[config.mk]
export PLATFORM = sky130hd
export DESIGN_NAME = clock_config
export DESIGN_NICKNAME = d
export VERILOG_FILES = /design/src/clk_pkg.sv /design/src/clk_divider.sv /design/src/clock_config.sv
export VERILOG_INCLUDE_DIRS = /design/src
export SDC_FILE = /design/constraint.sdc
export NUM_CORES = 1
export LEC_CHECK = 0
export BUFFER_PORTS_ARGS = -buffer_cell sky130_fd_sc_hd__buf_2
export CORE_MARGIN = 1
export CORE_UTILIZATION = 30
export CTS_BUF_LIST = sky130_fd_sc_hd__clkbuf_16
export CTS_CLUSTER_DIAMETER = 120
export DETAILED_ROUTE_END_ITERATION = 10
export MAX_ROUTING_LAYER = met4
export SYNTH_ARGS = -nofsm -noshare
export SYNTH_HDL_FRONTEND = slang
export SYNTH_SLANG_ARGS = --single-unit
[constraint.sdc]
create_clock -name I_CLK -period 1.55 [get_ports I_CLK]
set_input_delay 0.0775 -clock I_CLK [delete_from_list [all_inputs] [get_ports I_CLK]]
set_output_delay 0.0775 -clock I_CLK [all_outputs]
set_load 0.05 [all_outputs]
[src/clk_cfg.svh]
// constants for the display clock configuration block
`ifndef CLK_CFG_SVH
`define CLK_CFG_SVH

// register indices; 0x1E is not a multiple of four, so the byte address is four times the index
`define IDX_MEM_CLK      8'h10
`define IDX_PANEL_CLK    8'h14
`define IDX_MONTV_CLK    8'h18
`define IDX_MEDIA_CLK    8'h1C
`define IDX_WAIT_SEL     8'h1E

// field positions
`define MEM_SRC_BIT      0
`define MEM_DIV_BIT      4
`define DBL_BIT          7
`define DIV_LSB          4
`define SRC_LSB          0

// writable bit masks per register
`define MEM_CLK_MASK     8'h11
`define PIX_CLK_MASK     8'h33
`define MONTV_CLK_MASK   8'hB3
`define WAIT_SEL_MASK    8'h03

// reset values
`define CLK_CFG_RESET    8'h00
`define STRAP_RESET      16'h0000
`define STRAP_BUSDIV_BIT 12

`endif

[src/clk_pkg.sv]
// types for the display clock configuration block
package clk_pkg;
    typedef logic [1:0] src_sel_type;
    typedef logic [1:0] div_sel_type;
    typedef logic [1:0] wait_sel_type;
    typedef enum logic [2:0] {
        ST_IDLE  = 3'b001,
        ST_WAIT  = 3'b010,
        ST_GRANT = 3'b100
    } hand_state_type;
endpackage : clk_pkg

[src/clk_divider.sv]
// one source mux plus divide by 1 to 4, producing a clock enable pulse
`timescale 1ns/1ns
module clk_divider (
    input  wire logic               i_clk,
    input  wire logic               i_reset_n,
    input  wire logic [3:0]         i_sources,
    input  wire clk_pkg::src_sel_type i_src_sel,
    input  wire clk_pkg::div_sel_type i_div_sel,
    input  wire logic               i_double,
    output logic                    o_tick
);
    import clk_pkg::*;

    // **********************************************
    // source selection and edge detection
    // **********************************************
    logic [1:0] cnt_reg;
    logic [1:0] cnt_next;
    logic       src_reg;
    logic       src_now;
    logic       src_rise;
    logic       src_edge;
    logic       wrap;

    assign src_now  = i_sources[i_src_sel];
    assign src_rise = src_now & ~src_reg;
    // doubling counts both edges of the source
    assign src_edge = i_double ? (src_now ^ src_reg) : src_rise;
    // counter wraps at the divide code: code 0 = 1:1, code 3 = 4:1
    assign wrap     = src_edge & (cnt_reg == i_div_sel);
    assign cnt_next = wrap ? 2'h0 : (src_edge ? cnt_reg + 2'h1 : cnt_reg);

    // edge tracker and divide counter
    always_ff @(posedge i_clk or negedge i_reset_n) begin
        if (!i_reset_n) begin
            src_reg <= 1'b0;
            cnt_reg <= 2'h0;
            o_tick  <= 1'b0;
        end else begin
            src_reg <= src_now;
            cnt_reg <= cnt_next;
            o_tick  <= wrap;
        end
    end
endmodule : clk_divider

[src/clock_config.sv]
// top of the display clock configuration block with its APB register file
// What this block does
// - memory clock divide bit 4 set halves the selected memory clock source
// - memory source bit 0: one picks host bus clock, zero picks primary input
// - panel pixel divide bits 5-4 give ratios one to four
// - panel source bits 1-0: primary, host bus, secondary, memory clock
// - memory clock as a source means the selected memory clock, halved when divide bit 4 is set
// - monitor/TV double enable bit 7 multiplies its pixel clock by two
// - monitor/TV divide bits 5-4 give ratios one to four
// - monitor/TV source bits 1-0: primary, host bus, secondary, memory clock
// - media port divide bits 5-4 give ratios one to four
// - media port source bits 1-0: primary, host bus, secondary, memory clock
// - internal bus clock is host bus clock or half of it per strap 12
// - strap pins are captured as reset is released and held afterwards
//
// The APB register port is this design's own decision.
`timescale 1ns/1ns
`include "clk_cfg.svh"
module clock_config (
    input  wire logic        I_CLK,
    input  wire logic        I_RESET_N,
    // apb slave
    input  wire logic        I_PSEL,
    input  wire logic        I_PENABLE,
    input  wire logic        I_PWRITE,
    input  wire logic [7:0]  I_PADDR,
    input  wire logic [31:0] I_PWDATA,
    output logic [31:0]      O_PRDATA,
    output logic             O_PREADY,
    output logic             O_PSLVERR,
    // clock levels sampled as ordinary inputs
    input  wire logic        I_PRIMARY_CLOCK_INPUT,
    input  wire logic        I_SECONDARY_CLOCK_INPUT,
    input  wire logic        I_HOST_BUS_CLOCK,
    input  wire logic [15:0] I_CONFIG_STRAP_PINS,
    // host request toward the memory controller
    input  wire logic        I_MEM_REQ,
    output logic             O_MEM_GRANT,
    // derived clock enables
    output logic             O_MEMORY_CLOCK,
    output logic             O_PANEL_PIXEL_CLOCK,
    output logic             O_MONITOR_TV_PIXEL_CLOCK,
    output logic             O_MEDIA_PORT_CLOCK,
    output logic             O_INTERNAL_BUS_CLOCK,
    output logic [15:0]      O_CONFIG_STRAP_STATUS
);
    import clk_pkg::*;

    // **********************************************
    // register file
    // **********************************************
    logic [7:0] mem_clk_reg;
    logic [7:0] panel_clk_reg;
    logic [7:0] montv_clk_reg;
    logic [7:0] media_clk_reg;
    logic [7:0] wait_sel_reg;

    // byte address is four times the printed index
    logic       hit_mem;
    logic       hit_panel;
    logic       hit_montv;
    logic       hit_media;
    logic       hit_wait;
    logic       hit_any;
    logic       acc;
    logic       wr;
    logic [7:0] wbyte;
    logic [7:0] rd_mux;

    // decode against index times four; PADDR is the byte address
    logic [9:0] a_mem;
    logic [9:0] a_panel;
    logic [9:0] a_montv;
    logic [9:0] a_media;
    logic [9:0] a_wait;
    assign a_mem     = {`IDX_MEM_CLK, 2'b00};
    assign a_panel   = {`IDX_PANEL_CLK, 2'b00};
    assign a_montv   = {`IDX_MONTV_CLK, 2'b00};
    assign a_media   = {`IDX_MEDIA_CLK, 2'b00};
    assign a_wait    = {`IDX_WAIT_SEL, 2'b00};
    logic [9:0] baddr;
    assign baddr     = {2'b00, I_PADDR};
    assign hit_mem   = (baddr == a_mem);
    assign hit_panel = (baddr == a_panel);
    assign hit_montv = (baddr == a_montv);
    assign hit_media = (baddr == a_media);
    assign hit_wait  = (baddr == a_wait);
    assign hit_any   = hit_mem | hit_panel | hit_montv | hit_media | hit_wait;
    assign acc       = I_PSEL & I_PENABLE;
    assign wr        = acc & I_PWRITE & hit_any;
    assign wbyte     = I_PWDATA[7:0];

    // read mux; unused bits are already zero in storage
    assign rd_mux = hit_mem   ? mem_clk_reg   :
                    hit_panel ? panel_clk_reg :
                    hit_montv ? montv_clk_reg :
                    hit_media ? media_clk_reg :
                    hit_wait  ? wait_sel_reg  : 8'h00;

    // writes keep only the implemented bits
    always_ff @(posedge I_CLK or negedge I_RESET_N) begin
        if (!I_RESET_N) begin
            mem_clk_reg   <= `CLK_CFG_RESET;
            panel_clk_reg <= `CLK_CFG_RESET;
            montv_clk_reg <= `CLK_CFG_RESET;
            media_clk_reg <= `CLK_CFG_RESET;
            wait_sel_reg  <= `CLK_CFG_RESET;
        end else begin
            if (wr & hit_mem)   mem_clk_reg   <= wbyte & `MEM_CLK_MASK;
            if (wr & hit_panel) panel_clk_reg <= wbyte & `PIX_CLK_MASK;
            if (wr & hit_montv) montv_clk_reg <= wbyte & `MONTV_CLK_MASK;
            if (wr & hit_media) media_clk_reg <= wbyte & `PIX_CLK_MASK;
            if (wr & hit_wait)  wait_sel_reg  <= wbyte & `WAIT_SEL_MASK;
        end
    end

    // apb answer: zero wait states, unmapped addresses give an error
    always_ff @(posedge I_CLK or negedge I_RESET_N) begin
        if (!I_RESET_N) begin
            O_PRDATA  <= 32'h0000_0000;
            O_PREADY  <= 1'b0;
            O_PSLVERR <= 1'b0;
        end else begin
            O_PREADY  <= I_PSEL & ~I_PENABLE;
            O_PSLVERR <= I_PSEL & ~I_PENABLE & ~hit_any;
            O_PRDATA  <= (I_PSEL & ~I_PENABLE & ~I_PWRITE) ? {24'h00_0000, rd_mux} : 32'h0000_0000;
        end
    end

    // **********************************************
    // strap capture
    // **********************************************
    // captured on the first clock after reset release; a reset flop may not load a port
    logic        strap_done_reg;
    logic [15:0] strap_reg;
    always_ff @(posedge I_CLK or negedge I_RESET_N) begin
        if (!I_RESET_N) begin
            strap_done_reg <= 1'b0;
            strap_reg      <= `STRAP_RESET;
        end else if (!strap_done_reg) begin
            strap_done_reg <= 1'b1;
            strap_reg      <= I_CONFIG_STRAP_PINS;
        end
    end

    // **********************************************
    // memory clock
    // **********************************************
    logic mem_src;
    logic mem_src_reg;
    logic mem_half_reg;
    logic mem_rise;
    logic mem_tick;
    assign mem_src  = mem_clk_reg[`MEM_SRC_BIT] ? I_HOST_BUS_CLOCK : I_PRIMARY_CLOCK_INPUT;
    assign mem_rise = mem_src & ~mem_src_reg;
    // the halving toggles once per source rising edge
    assign mem_tick = mem_rise & (~mem_clk_reg[`MEM_DIV_BIT] | mem_half_reg);

    // memory clock edge tracker and half-rate phase
    always_ff @(posedge I_CLK or negedge I_RESET_N) begin
        if (!I_RESET_N) begin
            mem_src_reg    <= 1'b0;
            mem_half_reg   <= 1'b0;
            O_MEMORY_CLOCK <= 1'b0;
        end else begin
            mem_src_reg    <= mem_src;
            mem_half_reg   <= mem_rise ? ~mem_half_reg : mem_half_reg;
            O_MEMORY_CLOCK <= mem_tick;
        end
    end

    // level form of the processed memory clock for the pixel muxes; it must rise once per
    // memory tick, so full rate follows the source and halved rate toggles per source rise
    logic mem_level_reg;
    logic mem_level_next;
    assign mem_level_next = mem_clk_reg[`MEM_DIV_BIT] ? (mem_level_reg ^ mem_rise) : mem_src;
    always_ff @(posedge I_CLK or negedge I_RESET_N) begin
        if (!I_RESET_N) begin
            mem_level_reg <= 1'b0;
        end else begin
            mem_level_reg <= mem_level_next;
        end
    end

    // **********************************************
    // pixel and media clocks
    // **********************************************
    // memory clock entry is the processed one, not a raw input
    logic [3:0] srcs;
    assign srcs = {mem_level_reg, I_SECONDARY_CLOCK_INPUT, I_HOST_BUS_CLOCK, I_PRIMARY_CLOCK_INPUT};

    logic [7:0] cfg   [3];
    logic [2:0] ticks;
    assign cfg[0] = panel_clk_reg;
    assign cfg[1] = montv_clk_reg;
    assign cfg[2] = media_clk_reg;

    // one divider per derived clock; only monitor/TV may double
    genvar g;
    generate
        for (g = 0; g < 3; g++) begin : g_div
            clk_divider u_div (
                .i_clk     (I_CLK),
                .i_reset_n (I_RESET_N),
                .i_sources (srcs),
                .i_src_sel (cfg[g][`SRC_LSB +: 2]),
                .i_div_sel (cfg[g][`DIV_LSB +: 2]),
                .i_double  ((g == 1) ? cfg[g][`DBL_BIT] : 1'b0),
                .o_tick    (ticks[g])
            );
        end
    endgenerate

    always_ff @(posedge I_CLK or negedge I_RESET_N) begin
        if (!I_RESET_N) begin
            O_PANEL_PIXEL_CLOCK      <= 1'b0;
            O_MONITOR_TV_PIXEL_CLOCK <= 1'b0;
            O_MEDIA_PORT_CLOCK       <= 1'b0;
        end else begin
            O_PANEL_PIXEL_CLOCK      <= ticks[0];
            O_MONITOR_TV_PIXEL_CLOCK <= ticks[1];
            O_MEDIA_PORT_CLOCK       <= ticks[2];
        end
    end

    // **********************************************
    // internal bus clock
    // **********************************************
    logic hb_reg;
    logic hb_half_reg;
    logic hb_rise;
    logic bus_tick;
    assign hb_rise  = I_HOST_BUS_CLOCK & ~hb_reg;
    assign bus_tick = hb_rise & (~strap_reg[`STRAP_BUSDIV_BIT] | hb_half_reg);
    always_ff @(posedge I_CLK or negedge I_RESET_N) begin
        if (!I_RESET_N) begin
            hb_reg               <= 1'b0;
            hb_half_reg          <= 1'b0;
            O_INTERNAL_BUS_CLOCK <= 1'b0;
            O_CONFIG_STRAP_STATUS <= `STRAP_RESET;
        end else begin
            hb_reg               <= I_HOST_BUS_CLOCK;
            hb_half_reg          <= hb_rise ? ~hb_half_reg : hb_half_reg;
            O_INTERNAL_BUS_CLOCK <= bus_tick;
            O_CONFIG_STRAP_STATUS <= strap_reg;
        end
    end

    // **********************************************
    // host to memory handshake
    // **********************************************
    // wait count in memory clock ticks: code 0 none, 1 one, 2 two; 3 treated as two
    hand_state_type st_reg;
    hand_state_type st_next;
    logic [1:0]     wcnt_reg;
    logic [1:0]     wneed;
    assign wneed = (wait_sel_reg[1:0] == 2'h3) ? 2'h2 : wait_sel_reg[1:0];

    always_comb begin
        st_next = st_reg;
        unique case (st_reg)
            ST_IDLE:  if (I_MEM_REQ) st_next = (wneed == 2'h0) ? ST_GRANT : ST_WAIT;
            ST_WAIT:  if (mem_tick && (wcnt_reg + 2'h1 >= wneed)) st_next = ST_GRANT;
            ST_GRANT: st_next = ST_IDLE;
        endcase
    end

    always_ff @(posedge I_CLK or negedge I_RESET_N) begin
        if (!I_RESET_N) begin
            st_reg      <= ST_IDLE;
            wcnt_reg    <= 2'h0;
            O_MEM_GRANT <= 1'b0;
        end else begin
            st_reg      <= st_next;
            wcnt_reg    <= (st_reg == ST_WAIT) ? (mem_tick ? wcnt_reg + 2'h1 : wcnt_reg) : 2'h0;
            O_MEM_GRANT <= (st_next == ST_GRANT);
        end
    end
endmodule : clock_config

==> flow_summary.toml <==
[logic_synthesis]
synth.distinct_cells = 49
synth_top_area_cell = "dfrtp_1"
synth_top_area_share_pct = 57.3
async_reset_ff_share_pct = 100
synth_area_um2 = 3670
synth_warnings = 0
ys_seq_elements = 85
synthCells = 287
synth-main-ff-cell = "dfrtp_1"
synth_edf_count = 0
ys_seq_area_share_pct = 58.0
avgSynthCellArea_um2 = 12.8
synth_area_leaders = "dfrtp_1 (57%), mux2_2 (7.7%), buf_4 (5.5%)"

[power_and_ir_drop]
switchingPower_mw = 1.79
seqPwrFrac_pct = 44.7
cellInternalPower_mw = 4.13
switching_share_pct = 30.2
power_leakage_nw = 2.34
ir_drop_v = 0.000549
p_per_area_nw_per_um2 = 1230
pwr-share-comb_pct = 19.0
clkPwrFrac_pct = 36.3

[run_status]
status = "finished with violations"
violations = "setup timing"

[detailed_routing]
dr.pass1.iters = 4
dr_wl_met3_um = 376
vias = 2432
wl_per_cell_um = 13.5
wl_met1_mm = 3.49
highest_layer = "met4"
antenna_left = 0
drc = 0
via_per_inst = 4.37
wl_mm = 7.52
route.met2.wl_mm = 3.55
drtIter0Drc = 102

[layout]
stdcell_area_um2 = 4810
fill_cells = 1124
drive_gt1_share_pct = 37.0
fin_nets = 471
syn_to_final_growth_pct = 30.9
utilization_pct = 40.2

[placed_design]
post_dp_cell_area_um2 = 4280
dp_hpwl_mm = 5.46
port_buffers = 66
routabilityCongestion = 0.763

[worst_hold_path]
min_path_cells = 2
hold_class = "in -> reg"

[clocking]
h-tree-depth = 3
numClockSinks = 85
ctsLongestPathBuffers = 2
insertion_delay_ns = 0.34
cts_root_buf = "clkbuf_16"
path_clk_slew_ns = 0.06
cts_tree = "built"
numCtsBuffers = 9

[critical_path]
crit_fanout = 2
cp_data_required_time_ns = 1.77
setup.worst_path.end_class = "flop"
startpoint_type = "flop"
crit_type = "reg -> reg"
cp.arrival_ns = 1.94
reg2regPathDepth = 6

[global_routing]
overflow = 0
grt_max_degree = 34
antenna_found_initial = 1
track_usage_pct = 13.0
first_global_vias = 2467
grt_pass1_wl_mm = 12.2

[sta]
max_clock_freq_mhz = 580
finalSetupViolCount = 3
rsz0062_at_grt = "true"
setup_ws_ns = -0.173
finalCritPeriodShare_pct = 111
finalClockSkew_ns = 0.00792
slew_violations = 0
hold_viol = 0
min_period_ns = 1.72

[floorplan]
die_area_um2 = 12700
initial_core_util_pct = 30.7
num_rows = 40
die_y_um = 113
die_x_um = 113
core_area_um2 = 12000
ios = 121

[run]
cap_violations = 0
-- layout by cell type, fill, tap and decap left out, types with 3 or more instances in the layout --
cell type,instances
dlygate4sd3_1,21
nor3_1,6
inv_1,12
conb_1,28
xor2_1,9
nand2b_1,7
a21oi_1,8
xnor2_1,3
nand2_1,9
mux2_2,25
nor2b_1,6
clkbuf_16,9
mux2i_1,5
mux2_4,5
buf_4,24
buf_2,65
nor2_1,12
o21ai_0,6
mux2_1,10
dfrtp_1,84
-- power groups by stage --
stage | sequential [mW] | combinational, mW | clock [mW]
2_1_floorplan | 2.90 | 0.602 | 0
3_3_place_gp | 2.67 | 1.07 | 0
3_5_place_dp | 2.69 | 1.09 | 0
4_1_cts | 2.65 | 1.13 | 2.21
5_1_grt | 2.68 | 1.22 | 2.30
6_report | 2.65 | 1.12 | 2.15
-- path summary, 6_finish.rpt --
check | start | slack [ns] | end
setup / recovery | montv_clk_reg[0]$_DFFE_PN0P_ | -0.17 | g_div[1].u_div.cnt_reg[1]$_DFFE_PN0P_
hold / removal | I_PWDATA[4] | 0.03 | media_clk_reg[4]$_DFFE_PN0P_
setup reg to reg | montv_clk_reg[0]$_DFFE_PN0P_ | -0.17 | g_div[1].u_div.cnt_reg[1]$_DFFE_PN0P_
hold reg to reg | g_div[1].u_div.o_tick$_DFF_PN0_ | 0.35 | O_MONITOR_TV_PIXEL_CLOCK$_DFF_PN0_
max in group asynchronous | I_RESET_N | 0.77 | g_div[1].u_div.src_reg$_DFF_PN0_
min in group asynchronous | I_RESET_N | 0.23 | O_CONFIG_STRAP_STATUS[13]$_DFF_PN0_
-- logic make-up (layout without fill, tap and decap cells) --
logic type	after synthesis	after routing	synth area share, %
DFF	85	85	58.0
AOI/OAI and AO/OA	30	30	5.08
other	2	29	0.205
and+or+nand+nor	64	64	10.2
xor gates and xnor gates	12	12	2.86
adders and majority gates	3	3	1.02
buffers and inverters	44	139	7.29
muxes	47	47	15.4
-- critical path: stages, from the launching register on --
cell and delay [ns]:
dfrtp_1 0.37, mux4_2 0.56, ha_4 0.29, nand2_2 0.06
o211ai_1 0.12, xor2_1 0.17, nor2_1 0.05
-- metal layers --
layer / track usage, % / up-vias
met5: - / -
met4: 4.00 / 0
met3: 4.00 / 9
met2: 20.4 / 65
met1: 16.0 / 1188
li1: - / 1170
-- cell type report --
class                           instances  area (µm²)  share of cell area, %
Clock buffer                            9         225                   4.69
Inverter                               12        45.0                  0.937
Multi-Input combinational cell        184        1410                   29.3
Clock inverter                          7        75.1                   1.56
Sequential cell                        85        2130                   44.3
Tap cell                              147         184                   3.83
Timing Repair Buffer                  111         736                   15.3
Antenna cell                            1        2.50                 0.0521
-- cell usage after synthesis, types with 2 or more instances --
master and count:
a21oi_1 8, conb_1 2, xnor2_1 3, mux2i_1 5, buf_4 27, mux2_1 10
nor2_1 12, o21ai_1 2, inv_1 11, nand2_1 10, nor2b_1 6, nor4_1 2
and2_1 2, ha_1 3, o22ai_1 2, nor3_1 7, nor4b_1 2, or3b_1 2
nor4_2 2, clkbuf_1 4, o21ai_0 6, or2_2 2, mux2_2 25, dfrtp_1 84
mux4_2 2, nand2b_1 7, nand3_1 3, o2bb2ai_1 2, a22oi_1 2, xor2_1 9
mux2_4 5
-- what timing repair did --
item,CTS,global route
endpoints found under the setup margin,3,13
hold buffers,21,0
buffers inserted,0,1
endpoints found under the hold margin,50,0
gates cloned,0,0
pin swaps,1,1
gates resized for setup,0,3
-- stage by stage --
step	worst slack, ns	hold WS [ns]	setup TNS, ns	instances	total power, mW
6_report	-0.173	0.0345	-0.382	556	5.92
5_1_grt	-0.217	0.0311	-0.532	556	6.20
4_1_cts	-0.186	0.0197	-0.346	555	5.99
3_5_place_dp	-0.181	0.0458	-2.33	518	3.77
3_3_place_gp	-0.173	0.0482	-2.11	518	3.73
2_1_floorplan	-0.0892	-0.218	-0.163	313	3.50
Power figures use the tool's default switching activity.
